[src/hdl/adc_port_defs.svh]
// Offsets, field positions, reset values and timing counts of the converter output port.
// Assumes a 125 MHz system clock that samples every pin of the part.
// Summary of operation
// - Strap low turns the four configuration pins into a serial configuration port.
// - Strap high makes the four configuration pins static mode-select inputs.
// - A conversion starts on the rising edge of the encode input pair.
// - Serial clock edges shift data only while chip select is held low.
// - Serial data in is sampled on each serial clock rising edge.
// - Readback bits appear on serial data out for falling-edge capture.
// - Serial data out only pulls low or releases; an external pull-up makes ones.
// - In parallel mode the chip select level turns the duty cycle stabilizer on.
// - In parallel mode the serial clock level picks the output data mode.
// - In parallel mode serial data in and out levels pick the power-down state.
// - Full-rate mode drives sixteen bits in parallel, the top bit carrying the MSB.
// - Full-rate data changes with the forwarded clock falling edge, unless phase-delayed.
// - DDR CMOS lanes carry even bits while forwarded clock is low, odd while high.
// - DDR LVDS pairs carry even bits while forwarded clock is low, odd while high.
// - Both DDR modes update data on both forwarded clock edges.
// - A mode register setting delays the forwarded clock against the data.
// - The negative forwarded clock is the inverse of the positive one.
// - The range flag is high when the sample exceeded the input range.
// - LVDS mode offers a drive current setting and an optional 100 ohm termination.
// - Results appear six encode cycles later in full rate; in DDR the even bits after six and a half, the odd bits after seven.
// - In serial mode a timing register bit switches the duty cycle stabilizer.
// - Nap mode is entered when the encode clock stops or runs below about 500 kHz.
`ifndef ADC_PORT_DEFS_SVH
`define ADC_PORT_DEFS_SVH

// Serial register addresses
`define SPI_ADDR_RESET    7'h00
`define SPI_ADDR_POWER    7'h01
`define SPI_ADDR_TIMING   7'h02
`define SPI_ADDR_OUTPUT   7'h03

// Field positions
`define RESET_BIT         7
`define POWER_LSB         0
`define TIMING_DCS_BIT    0
`define TIMING_PHASE_LSB  1
`define OUTPUT_MODE_LSB   0
`define OUTPUT_CUR_LSB    2
`define OUTPUT_TERM_BIT   5

// Register reset values
`define POWER_RST         8'h00
`define TIMING_RST        8'h00
`define OUTPUT_RST        8'h00

// Timing
`define CLK_PERIOD_NS     8
`define NAP_PERIOD_NS     2000
`define NAP_CYC           (`NAP_PERIOD_NS / `CLK_PERIOD_NS)
`define PIN_STABLE_CYC    4
`define PIPE_LATENCY      6

`endif

[src/hdl/adc_port_pkg.sv]
// Types shared by the converter output port and its serial configuration slave.
// Assumes adc_port_defs.svh for the numeric constants.
package adc_port_pkg;

	typedef enum logic [1:0] {
		OUT_CMOS     = 2'h0,
		OUT_DDR_CMOS = 2'h1,
		OUT_DDR_LVDS = 2'h2
	} out_mode_t;

	typedef enum logic [1:0] {
		PWR_ON    = 2'h0,
		PWR_NAP   = 2'h1,
		PWR_SLEEP = 2'h3
	} power_t;

	typedef enum logic [2:0] {
		SPI_IDLE = 3'h1,
		SPI_ADDR = 3'h2,
		SPI_DATA = 3'h4
	} spi_state_t;

	// Active operating configuration
	typedef struct packed {
		logic       dcs_on;
		logic [1:0] clk_phase;
		out_mode_t  out_mode;
		logic [2:0] lvds_current;
		logic       lvds_term;
		power_t     power;
	} cfg_t;

	// One conversion result with its range flag
	typedef struct packed {
		logic        ovr;
		logic [15:0] data;
	} result_t;

endpackage : adc_port_pkg

[src/hdl/adc_output_and_config_port.sv]
// Digital output and configuration port of a 16-bit sampling converter.
// Assumes sample_i and sample_ovr_i come from the converter core on clk_i;
// all pins are asynchronous and are synchronised here.
`timescale 1ns/1ns
`include "adc_port_defs.svh"
module adc_output_and_config_port
#(
	parameter int LATENCY    = `PIPE_LATENCY,
	parameter int NAP_CYC    = `NAP_CYC,
	parameter int PIN_STABLE = `PIN_STABLE_CYC
)
(
	// Clock and reset
	input  wire logic        clk_i,
	input  wire logic        srst_i,
	// Configuration pins
	input  wire logic        prog_mode_strap_i,
	input  wire logic        cs_n_i,
	input  wire logic        sck_i,
	input  wire logic        sdi_i,
	input  wire logic        sdo_i,
	output logic             sdo_o,
	output logic             sdo_oe_n_o,
	// Encode clock pair
	input  wire logic        encode_pos_i,
	input  wire logic        encode_neg_i,
	// Converter core result
	input  wire logic [15:0] sample_i,
	input  wire logic        sample_ovr_i,
	// Data port
	output logic [15:0]      data_o,
	output logic [7:0]       ddr_bit_pair_lane_o,
	output logic [7:0]       ddr_bit_pair_lane_n_o,
	output logic             fwd_clock_pos_o,
	output logic             fwd_clock_neg_o,
	output logic             range_exceeded_flag_o,
	// Mode state to the analog side
	output logic             dcs_enable_o,
	output logic [1:0]       out_mode_o,
	output logic [1:0]       power_mode_o,
	output logic [2:0]       lvds_current_o,
	output logic             lvds_term_o
);

	localparam int PIN_W = 7;
	localparam int P_STRAP = 6;
	localparam int P_ENCP = 5;
	localparam int P_ENCN = 4;
	localparam int P_CS = 3;
	localparam int P_SCK = 2;
	localparam int P_SDI = 1;
	localparam int P_SDO = 0;

	logic [PIN_W-1:0]              pin_meta_reg;
	logic [PIN_W-1:0]              pin_s_reg;
	logic                          enc_d_reg;
	logic                          enc_lvl;
	logic                          enc_rise;
	logic                          enc_fall;
	logic                          par_mode;
	logic [3:0]                    par_pins;
	logic [3:0]                    par_last_reg;
	logic [7:0]                    stable_cnt_reg;
	adc_port_pkg::cfg_t            par_cfg_reg;
	adc_port_pkg::cfg_t            spi_cfg;
	adc_port_pkg::cfg_t            cfg_reg;
	adc_port_pkg::result_t         pipe_reg [LATENCY];
	adc_port_pkg::result_t         ddr_word_reg;
	logic [8:0]                    idle_cnt_reg;
	logic                          enc_stopped;
	logic                          ddr_mode;
	logic                          fwd_next;
	logic [2:0]                    fwd_hist_reg;
	logic                          fwd_phased;
	logic [7:0]                    lane_even;
	logic [7:0]                    lane_odd;

	// Two flip-flops on every pin before any logic looks at it
	always_ff @(posedge clk_i)
	begin
		if (srst_i)
		begin
			pin_meta_reg <= 7'h08; // Chip select parks high, so reset does not select the port
			pin_s_reg    <= 7'h08;
		end
		else
		begin
			pin_meta_reg <= {prog_mode_strap_i, encode_pos_i, encode_neg_i,
				cs_n_i, sck_i, sdi_i, sdo_i};
			pin_s_reg    <= pin_meta_reg;
		end
	end

	// Differential encode: high when the positive leg is above the negative one
	assign enc_lvl  = pin_s_reg[P_ENCP] & ~pin_s_reg[P_ENCN];
	assign enc_rise = enc_lvl & ~enc_d_reg;
	assign enc_fall = ~enc_lvl & enc_d_reg;
	assign par_mode = pin_s_reg[P_STRAP];
	assign par_pins = pin_s_reg[P_CS:P_SDO];

	always_ff @(posedge clk_i)
		enc_d_reg <= srst_i ? 1'b0 : enc_lvl;

	// Serial configuration port, live only while the strap is low
	spi_cfg_slave i_spi_cfg_slave
	(
		.clk_i      (clk_i),
		.srst_i     (srst_i),
		.active_i   (~par_mode),
		.cs_n_i     (pin_s_reg[P_CS]),
		.sck_i      (pin_s_reg[P_SCK]),
		.sdi_i      (pin_s_reg[P_SDI]),
		.cfg_o      (spi_cfg),
		.sdo_o      (sdo_o),
		.sdo_oe_n_o (sdo_oe_n_o)
	);

	// Parallel pins map onto a reduced mode set
	function automatic adc_port_pkg::cfg_t par_decode(input logic [3:0] p);
		adc_port_pkg::cfg_t c;
		c              = '0;
		c.dcs_on       = p[3];
		c.out_mode     = p[2] ? adc_port_pkg::OUT_DDR_LVDS : adc_port_pkg::OUT_CMOS;
		c.lvds_current = 3'h0;
		c.lvds_term    = 1'b0;
		unique case (p[1:0])
			2'b00:   c.power = adc_port_pkg::PWR_ON;
			2'b01:   c.power = adc_port_pkg::PWR_NAP;
			2'b10:   c.power = adc_port_pkg::PWR_ON;
			2'b11:   c.power = adc_port_pkg::PWR_SLEEP;
		endcase
		return c;
	endfunction : par_decode

	// Parallel levels are applied once they hold still, with no serial clock needed
	always_ff @(posedge clk_i)
	begin
		if (srst_i)
		begin
			par_last_reg   <= 4'h0;
			stable_cnt_reg <= 8'h00;
			par_cfg_reg    <= '0;
		end
		else
		begin
			par_last_reg <= par_pins;
			if (par_pins != par_last_reg)
				stable_cnt_reg <= 8'h00;
			else if (stable_cnt_reg != 8'(PIN_STABLE))
				stable_cnt_reg <= stable_cnt_reg + 8'h01;
			if (stable_cnt_reg == 8'(PIN_STABLE - 1))
				par_cfg_reg <= par_decode(par_last_reg);
		end
	end

	// Active configuration follows the strap
	always_ff @(posedge clk_i)
		cfg_reg <= srst_i ? '0 : (par_mode ? par_cfg_reg : spi_cfg);

	// Encode idle detector; a slow or stopped clock forces nap
	always_ff @(posedge clk_i)
	begin
		if (srst_i || enc_rise)
			idle_cnt_reg <= 9'h000;
		else if (!enc_stopped)
			idle_cnt_reg <= idle_cnt_reg + 9'h001;
	end
	assign enc_stopped = (idle_cnt_reg == 9'(NAP_CYC));

	// Mode outputs; sleep outranks nap, nap outranks normal running
	always_ff @(posedge clk_i)
	begin
		if (srst_i)
		begin
			dcs_enable_o   <= 1'b0;
			out_mode_o     <= 2'h0;
			power_mode_o   <= 2'h0;
			lvds_current_o <= 3'h0;
			lvds_term_o    <= 1'b0;
		end
		else
		begin
			dcs_enable_o   <= cfg_reg.dcs_on;
			out_mode_o     <= cfg_reg.out_mode;
			lvds_current_o <= cfg_reg.lvds_current;
			lvds_term_o    <= cfg_reg.lvds_term;
			if (cfg_reg.power == adc_port_pkg::PWR_SLEEP)
				power_mode_o <= adc_port_pkg::PWR_SLEEP;
			else if (enc_stopped)
				power_mode_o <= adc_port_pkg::PWR_NAP;
			else
				power_mode_o <= cfg_reg.power;
		end
	end

	// Result pipeline, one stage per encode rising edge
	always_ff @(posedge clk_i)
	begin
		if (srst_i)
		begin
			for (int i = 0; i < LATENCY; i++)
				pipe_reg[i] <= '0;
		end
		else if (enc_rise)
		begin
			pipe_reg[0] <= '{ovr: sample_ovr_i, data: sample_i};
			for (int i = 1; i < LATENCY; i++)
				pipe_reg[i] <= pipe_reg[i-1];
		end
	end

	// Lane split: lane g carries bits 2g and 2g+1
	function automatic logic [7:0] pick_bits(input logic [15:0] w, input logic odd);
		logic [7:0] r;
		r = 8'h00;
		for (int g = 0; g < 8; g++)
			r[g] = w[2*g + (odd ? 1 : 0)];
		return r;
	endfunction : pick_bits

	assign ddr_mode = (cfg_reg.out_mode == adc_port_pkg::OUT_DDR_CMOS)
		|| (cfg_reg.out_mode == adc_port_pkg::OUT_DDR_LVDS);
	assign lane_even = pick_bits(ddr_word_reg.data, 1'b0);
	assign lane_odd  = pick_bits(ddr_word_reg.data, 1'b1);

	// Forwarded clock before the phase delay: falls with full-rate data,
	// follows the encode level in DDR so that even bits sit under the low half
	always_comb
	begin
		fwd_next = fwd_hist_reg[0];
		if (enc_rise)
			fwd_next = ddr_mode;
		else if (enc_fall)
			fwd_next = ~ddr_mode;
	end

	// Phase delay in whole clock cycles, a coarse stand-in for analog delay taps
	always_ff @(posedge clk_i)
		fwd_hist_reg <= srst_i ? 3'h0 : {fwd_hist_reg[1:0], fwd_next};

	always_comb
	begin
		unique case (cfg_reg.clk_phase)
			2'h0: fwd_phased = fwd_next;
			2'h1: fwd_phased = fwd_hist_reg[0];
			2'h2: fwd_phased = fwd_hist_reg[1];
			2'h3: fwd_phased = fwd_hist_reg[2];
		endcase
	end

	always_ff @(posedge clk_i)
	begin
		if (srst_i)
		begin
			fwd_clock_pos_o <= 1'b0;
			fwd_clock_neg_o <= 1'b1;
		end
		else
		begin
			fwd_clock_pos_o <= fwd_phased;
			fwd_clock_neg_o <= ~fwd_phased;
		end
	end

	// Data port; full rate updates on encode rise, DDR on both edges
	always_ff @(posedge clk_i)
	begin
		if (srst_i)
		begin
			data_o                <= 16'h0000;
			ddr_bit_pair_lane_o   <= 8'h00;
			ddr_bit_pair_lane_n_o <= 8'h00;
			range_exceeded_flag_o <= 1'b0;
			ddr_word_reg          <= '0;
		end
		else if (!ddr_mode)
		begin
			ddr_bit_pair_lane_o   <= 8'h00;
			ddr_bit_pair_lane_n_o <= 8'h00;
			if (enc_rise)
			begin
				data_o                <= pipe_reg[LATENCY-1].data;
				range_exceeded_flag_o <= pipe_reg[LATENCY-1].ovr;
			end
		end
		else
		begin
			data_o <= 16'h0000;
			if (enc_rise)
			begin
				ddr_word_reg        <= pipe_reg[LATENCY-1];
				ddr_bit_pair_lane_o <= lane_odd;
				ddr_bit_pair_lane_n_o <= (cfg_reg.out_mode == adc_port_pkg::OUT_DDR_LVDS)
					? ~lane_odd : 8'h00;
			end
			else if (enc_fall)
			begin
				ddr_bit_pair_lane_o   <= lane_even;
				ddr_bit_pair_lane_n_o <= (cfg_reg.out_mode == adc_port_pkg::OUT_DDR_LVDS)
					? ~lane_even : 8'h00;
				range_exceeded_flag_o <= ddr_word_reg.ovr;
			end
		end
	end
endmodule : adc_output_and_config_port

[src/hdl/spi_cfg_slave.sv]
// Serial configuration slave holding the mode control registers.
// Assumes cs_n_i, sck_i and sdi_i are already synchronised to clk_i.
`timescale 1ns/1ns
`include "adc_port_defs.svh"
module spi_cfg_slave
(
	// Clock and reset
	input  wire logic               clk_i,
	input  wire logic               srst_i,
	// Serial pins, synchronised
	input  wire logic               active_i,
	input  wire logic               cs_n_i,
	input  wire logic               sck_i,
	input  wire logic               sdi_i,
	// Outputs
	output adc_port_pkg::cfg_t      cfg_o,
	output logic                    sdo_o,
	output logic                    sdo_oe_n_o
);

	adc_port_pkg::spi_state_t state_reg;
	logic [7:0]               regs_reg [0:3];
	logic [7:0]               shift_reg;
	logic [7:0]               rd_reg;
	logic [3:0]               bit_cnt_reg;
	logic                     rw_reg;
	logic [6:0]               addr_reg;
	logic                     sck_d_reg;
	logic                     sck_rise;
	logic                     sck_fall;
	logic                     sel;
	logic [7:0]               byte_in;

	assign sck_rise = sck_i & ~sck_d_reg;
	assign sck_fall = ~sck_i & sck_d_reg;
	assign sel      = active_i & ~cs_n_i;
	assign byte_in  = {shift_reg[6:0], sdi_i};

	// Serial clock edge history
	always_ff @(posedge clk_i)
		sck_d_reg <= srst_i ? 1'b0 : sck_i;

	// Frame: read flag, 7-bit address, 8 data bits, MSB first
	always_ff @(posedge clk_i)
	begin
		if (srst_i || !sel)
		begin
			state_reg   <= adc_port_pkg::SPI_IDLE;
			bit_cnt_reg <= 4'h0;
			shift_reg   <= 8'h00;
			rw_reg      <= 1'b0;
			addr_reg    <= 7'h00;
		end
		else
		begin
			// A rising edge may come in the very cycle that select arrives, so shift in any state
			unique case (state_reg)
				adc_port_pkg::SPI_IDLE: state_reg <= adc_port_pkg::SPI_ADDR;
				adc_port_pkg::SPI_ADDR: state_reg <= adc_port_pkg::SPI_ADDR;
				adc_port_pkg::SPI_DATA: state_reg <= adc_port_pkg::SPI_DATA;
			endcase
			if (sck_rise)
			begin
				shift_reg   <= byte_in;
				bit_cnt_reg <= bit_cnt_reg + 4'h1;
				if (bit_cnt_reg == 4'h7)
				begin
					rw_reg    <= byte_in[7];
					addr_reg  <= byte_in[6:0];
					state_reg <= adc_port_pkg::SPI_DATA;
				end
				if (bit_cnt_reg == 4'hf)
					state_reg <= adc_port_pkg::SPI_ADDR;
			end
		end
	end

	// Register writes; a reset-register write restores every mode register
	always_ff @(posedge clk_i)
	begin
		if (srst_i || (sel && sck_rise && bit_cnt_reg == 4'hf && !rw_reg
			&& addr_reg == `SPI_ADDR_RESET && byte_in[`RESET_BIT]))
		begin
			regs_reg[0] <= 8'h00;
			regs_reg[1] <= `POWER_RST;
			regs_reg[2] <= `TIMING_RST;
			regs_reg[3] <= `OUTPUT_RST;
		end
		else if (sel && sck_rise && bit_cnt_reg == 4'hf && !rw_reg
			&& addr_reg[6:2] == 5'h00 && addr_reg != `SPI_ADDR_RESET)
			regs_reg[addr_reg[1:0]] <= byte_in;
	end

	// Readback: load after the address byte, drive only low, change on SCK fall
	always_ff @(posedge clk_i)
	begin
		sdo_o <= 1'b0;
		if (srst_i || !sel)
		begin
			rd_reg     <= 8'h00;
			sdo_oe_n_o <= 1'b1;
		end
		else if (sck_rise && bit_cnt_reg == 4'h7)
			rd_reg <= (byte_in[7] && byte_in[6:2] == 5'h00) ? regs_reg[byte_in[1:0]] : 8'hff;
		else if (sck_fall && state_reg == adc_port_pkg::SPI_DATA && rw_reg)
		begin
			sdo_oe_n_o <= rd_reg[7];
			rd_reg     <= {rd_reg[6:0], 1'b1};
		end
		else if (sck_fall && state_reg != adc_port_pkg::SPI_DATA)
			sdo_oe_n_o <= 1'b1;
	end

	// Register fields onto the configuration struct
	always_comb
	begin
		cfg_o.dcs_on       = regs_reg[2][`TIMING_DCS_BIT];
		cfg_o.clk_phase    = regs_reg[2][`TIMING_PHASE_LSB +: 2];
		cfg_o.out_mode     = adc_port_pkg::out_mode_t'(regs_reg[3][`OUTPUT_MODE_LSB +: 2]);
		cfg_o.lvds_current = regs_reg[3][`OUTPUT_CUR_LSB +: 3];
		cfg_o.lvds_term    = regs_reg[3][`OUTPUT_TERM_BIT];
		cfg_o.power        = adc_port_pkg::power_t'(regs_reg[1][`POWER_LSB +: 2]);
	end
endmodule : spi_cfg_slave

[config.mk]
export PLATFORM = sky130hd
export DESIGN_NAME = adc_output_and_config_port
export DESIGN_NICKNAME = d
export VERILOG_FILES = /design/src/hdl/adc_port_pkg.sv /design/src/hdl/adc_output_and_config_port.sv /design/src/hdl/spi_cfg_slave.sv
export VERILOG_INCLUDE_DIRS = /design/src /design/src/hdl
export SDC_FILE = /design/constraint.sdc
export NUM_CORES = 1
export LEC_CHECK = 0
export BUFFER_PORTS_ARGS = -buffer_cell sky130_fd_sc_hd__buf_4
export CAP_MARGIN = 40
export CORE_MARGIN = 1
export CORE_UTILIZATION = 38
export DETAILED_ROUTE_END_ITERATION = 16
export PLACE_DENSITY = 0.54
export RECOVER_POWER = 100
export SLEW_MARGIN = 5
export SYNTH_ARGS = -nofsm -noshare
export SYNTH_HDL_FRONTEND = slang
export SYNTH_HIERARCHICAL = 1
export SYNTH_SLANG_ARGS = --single-unit
export TNS_END_PERCENT = 5
[constraint.sdc]
create_clock -name clk_i -period 13.03 [get_ports clk_i]
set_clock_uncertainty 0.2 [all_clocks]
set_input_delay 0.6515 -clock clk_i [delete_from_list [all_inputs] [get_ports clk_i]]
set_output_delay 0.6515 -clock clk_i [all_outputs]
set_load 0.02 [all_outputs]
==> flow_summary.json <==
{
  "timing.critical_path.from_type": "flop",
  "crit_arrival_ns": 5.39,
  "compound_cell_area_share_of_the_yosys_netlist_pct": 3.91,
  "antenna_found_initial": 0,
  "drt_iter0_markers": 362,
  "row_count": 61,
  "reg2regPathDepth": 7,
  "synth_simple_gate_area_share_pct": 18.7,
  "maxClockFrequency_mhz": 186,
  "ys_seq_area_share_pct": 64.9,
  "synth-xor-area-share_pct": 1.39,
  "timing.critical_path.cells": "nand2b_1 > inv_1 > ha_1 > clkbuf_1 > or2_0 > clkbuf_1 > buf_16",
  "worstHoldPathCells": 2,
  "muxShareOfSynthArea_pct": 6.90,
  "postCtsHoldBufs": 0,
  "worstPathMaxFanout": 63,
  "floorplan.die.height_um": 170,
  "detail_route.wirelength_um": 17700,
  "dieArea_um2": 28900,
  "route.detailed.wl_per_inst_um": 13.2,
  "worstReg2RegEnd": "pipe_reg[2][16]$_SDFFCE_PN0P_",
  "fp.dieW_um": 170,
  "core_utilization_of_the_finished_layout_pct": 44.5,
  "first_global_vias": 5682,
  "endpoint_of_the_worst_hold_path": "pin_meta_reg[3]$_SDFF_PP1_",
  "hpwl_after_detailed_placement_um": 11100,
  "critical_path.slowest_cell": "sky130_fd_sc_hd__clkbuf_1",
  "worstSetupPathType": "reg -> reg",
  "timing.final.max_slew_violations": 210,
  "routed-via-count": 6000,
  "finalWorstPathRequiredPeriod_ns": 5.38,
  "vdd_drop_max_mv": 0.101,
  "place.port_buffers": 70,
  "synth_warnings": 6,
  "yosys_register_bits": 281,
  "synth.top_cells.by_count": "147 x sky130_fd_sc_hd__dfxtp_1, 135 x sky130_fd_sc_hd__and2_1, 134 x sky130_fd_sc_hd__edfxtp_1, 94 x sky130_fd_sc_hd__nor2_1, 56 x sky130_fd_sc_hd__mux2i_1",
  "power.total_mw": 1.89,
  "largest_reg_flops": 102,
  "worstSetupPathDepth": 7,
  "number_of_flops_mapped_to_enable_cells_by_yosys": 134,
  "io-pin-count": 72,
  "clkSinkCount": 281,
  "post-synth-top-area-fraction_pct": 37.5,
  "core_box_area_um2": 27800,
  "synth_area_per_cell_um2": 12.3,
  "drive_gt1_share_pct": 10.1,
  "synth_top_cell_by_area": "sky130_fd_sc_hd__edfxtp_1",
  "antennaDiodeCount": 0,
  "drt-pass1-iter-count": 6,
  "antenna_violating_nets_post_route": 0,
  "critPathMaxStageDelay_ns": 1.42,
  "globalRouteOverflowTotal": 0,
  "violations": "max-capacitance violations, max-slew violations",
  "cp.buffers_inverters": 4,
  "status": "finished, violations left",
  "ys.flop_type": "sky130_fd_sc_hd__dfxtp_1",
  "drt_drc_violations_left": 0,
  "pwr_density_cell_nw_per_um2": 153,
  "maxCapViolations": 5,
  "ys_top_cells_by_area": "sky130_fd_sc_hd__edfxtp_1 37%, sky130_fd_sc_hd__dfxtp_1 27%, sky130_fd_sc_hd__and2_1 7.9%",
  "timing.hold.worst.start": "cs_n_i",
  "fin_worst_hold_slack_ns": 0.100,
  "slew-limit-headroom_pct": -100,
  "yosys.area_share.adder_pct": 1.05,
  "ys_types": 56,
  "syn_inst": 872,
  "timing.setup.tns_ns": 0,
  "clk_root_buffer_cell": "sky130_fd_sc_hd__clkbuf_16",
  "rrSetupSlack_ns": 7.65,
  "wire_length_of_the_first_global_routing_pass_um": 29400,
  "final.period_utilization_pct": 41.3,
  "cts-buffers-inserted": 31,
  "insertion_delay_ns": 0.54,
  "final_net_count": 971,
  "initial_utilization_pct": 38.7,
  "postSynth.asyncResetShare_pct": 0,
  "clkSlewWorstSetupHoldPaths_ns": 0.06,
  "grt_start_max_net_pins": 103,
  "placer_s_final_routability_congestion_estimate": 0.752,
  "synth_area_um2": 10700,
  "min-delay-path-class": "in -> reg",
  "dpl_cell_area_um2": 11600,
  "detail_route.vias_per_cell": 4.48,
  "tightest_slew_ns": 3.00,
  "groute.usage.overall_pct": 12.5,
  "setup_repair_after_global_routing_missed_its_margin": "false",
  "yosysMostFrequentCell": "sky130_fd_sc_hd__dfxtp_1",
  "path_common_cell": "sky130_fd_sc_hd__clkbuf_1",
  "htree_levels": 1,
  "combinational_family_with_the_most_area_after_synthesis": "simple AND/OR/NAND/NOR gates",
  "synthToLayoutAreaGrowth_pct": 15.0,
  "finalInstanceArea_um2": 12400,
  "post_cts_sizing": 0,
  "regToRegStartpoint": "pin_s_reg[4]$_SDFF_PP0_",
  "cts_tree": "done",
  "worst-endpoint-required_ns": 13.04,
  "power_leakage_nw": 4.38,
  "clk_path_buf_depth": 3,
  "critical-path-top-delay-family": "buffers and inverters",
  "timing.final.hold_violations": 0,
  "setup_failing_eps_final": 0,
  "cts_setup_buffers": 0,
  "cp-end-kind": "flop"
}
per-stage QoR:
stage / setup WS [ns] / instances
after floorplan: 8.31 / 880
after global placement: 9.76 / 1278
after detailed placement: 10.32 / 1281
after CTS: 10.40 / 1338
after global routing: 7.11 / 1338
final: 7.65 / 1338
cell usage in the layout, fill, tap and decap left out, types with 24 or more instances in the layout:
| master | count |
|---|---|
| sky130_fd_sc_hd__dfxtp_1 | 147 |
| sky130_fd_sc_hd__edfxtp_1 | 134 |
| sky130_fd_sc_hd__nor2_1 | 94 |
| sky130_fd_sc_hd__and2_0 | 81 |
| sky130_fd_sc_hd__clkbuf_1 | 59 |
| sky130_fd_sc_hd__mux2i_1 | 56 |
| sky130_fd_sc_hd__and2_1 | 54 |
| sky130_fd_sc_hd__nand2_1 | 42 |
| sky130_fd_sc_hd__a21oi_1 | 40 |
| sky130_fd_sc_hd__nor2b_1 | 34 |
| sky130_fd_sc_hd__clkbuf_16 | 33 |
| sky130_fd_sc_hd__buf_4 | 24 |
layout make-up:
class                      instances  area (µm²)
tap                              378         473
inverter                          15        56.3
sequential                       281        6970
clock buffer                      47         961
fill                            2678       15400
multi-input combinational        527        3400
timing repair buffer              80         414
clock inverter                    10        78.8
worst register-to-register path, stage by stage, from the launching register on:
cell                       delay (ns)
sky130_fd_sc_hd__dfxtp_1         0.29
sky130_fd_sc_hd__nand2b_1        0.17
sky130_fd_sc_hd__inv_1           0.07
sky130_fd_sc_hd__ha_1            0.14
sky130_fd_sc_hd__clkbuf_1        1.42
sky130_fd_sc_hd__or2_0           1.33
sky130_fd_sc_hd__clkbuf_1        1.04
sky130_fd_sc_hd__buf_16          0.36
how the worst max path moves through the flow:
stage | slack, ns | start | end
6_report | 7.65 | pin_s_reg[4]$_SDFF_PP0_ | pipe_reg[2][16]$_SDFFCE_PN0P_
5_1_grt | 7.11 | pin_s_reg[4]$_SDFF_PP0_ | pipe_reg[5][16]$_SDFFCE_PN0P_
4_1_cts | 10.40 | pin_s_reg[4]$_SDFF_PP0_ | pipe_reg[0][16]$_SDFFCE_PN0P_
3_5_place_dp | 10.32 | srst_i | pipe_reg[5][16]$_SDFFCE_PN0P_
3_3_place_gp | 9.76 | pin_s_reg[4]$_SDFF_PP0_ | pipe_reg[0][10]$_SDFFCE_PN0P_
2_1_floorplan | 8.31 | srst_i | pipe_reg[0][0]$_SDFFCE_PN0P_
where the power goes:
group / internal (mW) / switching, mW
logic: 0.0242 / 0.0384
registers: 0.957 / 0.0123
clock network: 0.526 / 0.333
total: 1.51 / 0.383
cells by family (layout without fill, tap and decap cells):
kind of cell    after synthesis  count (layout)
compound gates               69              69
mux                          64              64
other cells                   1               9
fa+ha+maj                     9               9
simple gates                359             359
xor+xnor                     17              17
buf+inv                      72             152
flops                       281             281
layer usage:
layer / track usage, % / up-vias / wire, µm
met1: 18.1 / 2772 / 8970
met5: 0 / - / 0
met2: 18.9 / 113 / 7530
met3: 2.40 / 28 / 861
met4: 3.68 / 0 / 323
li1: - / 3087 / -
No activity file was read; power rests on OpenSTA's default activity.
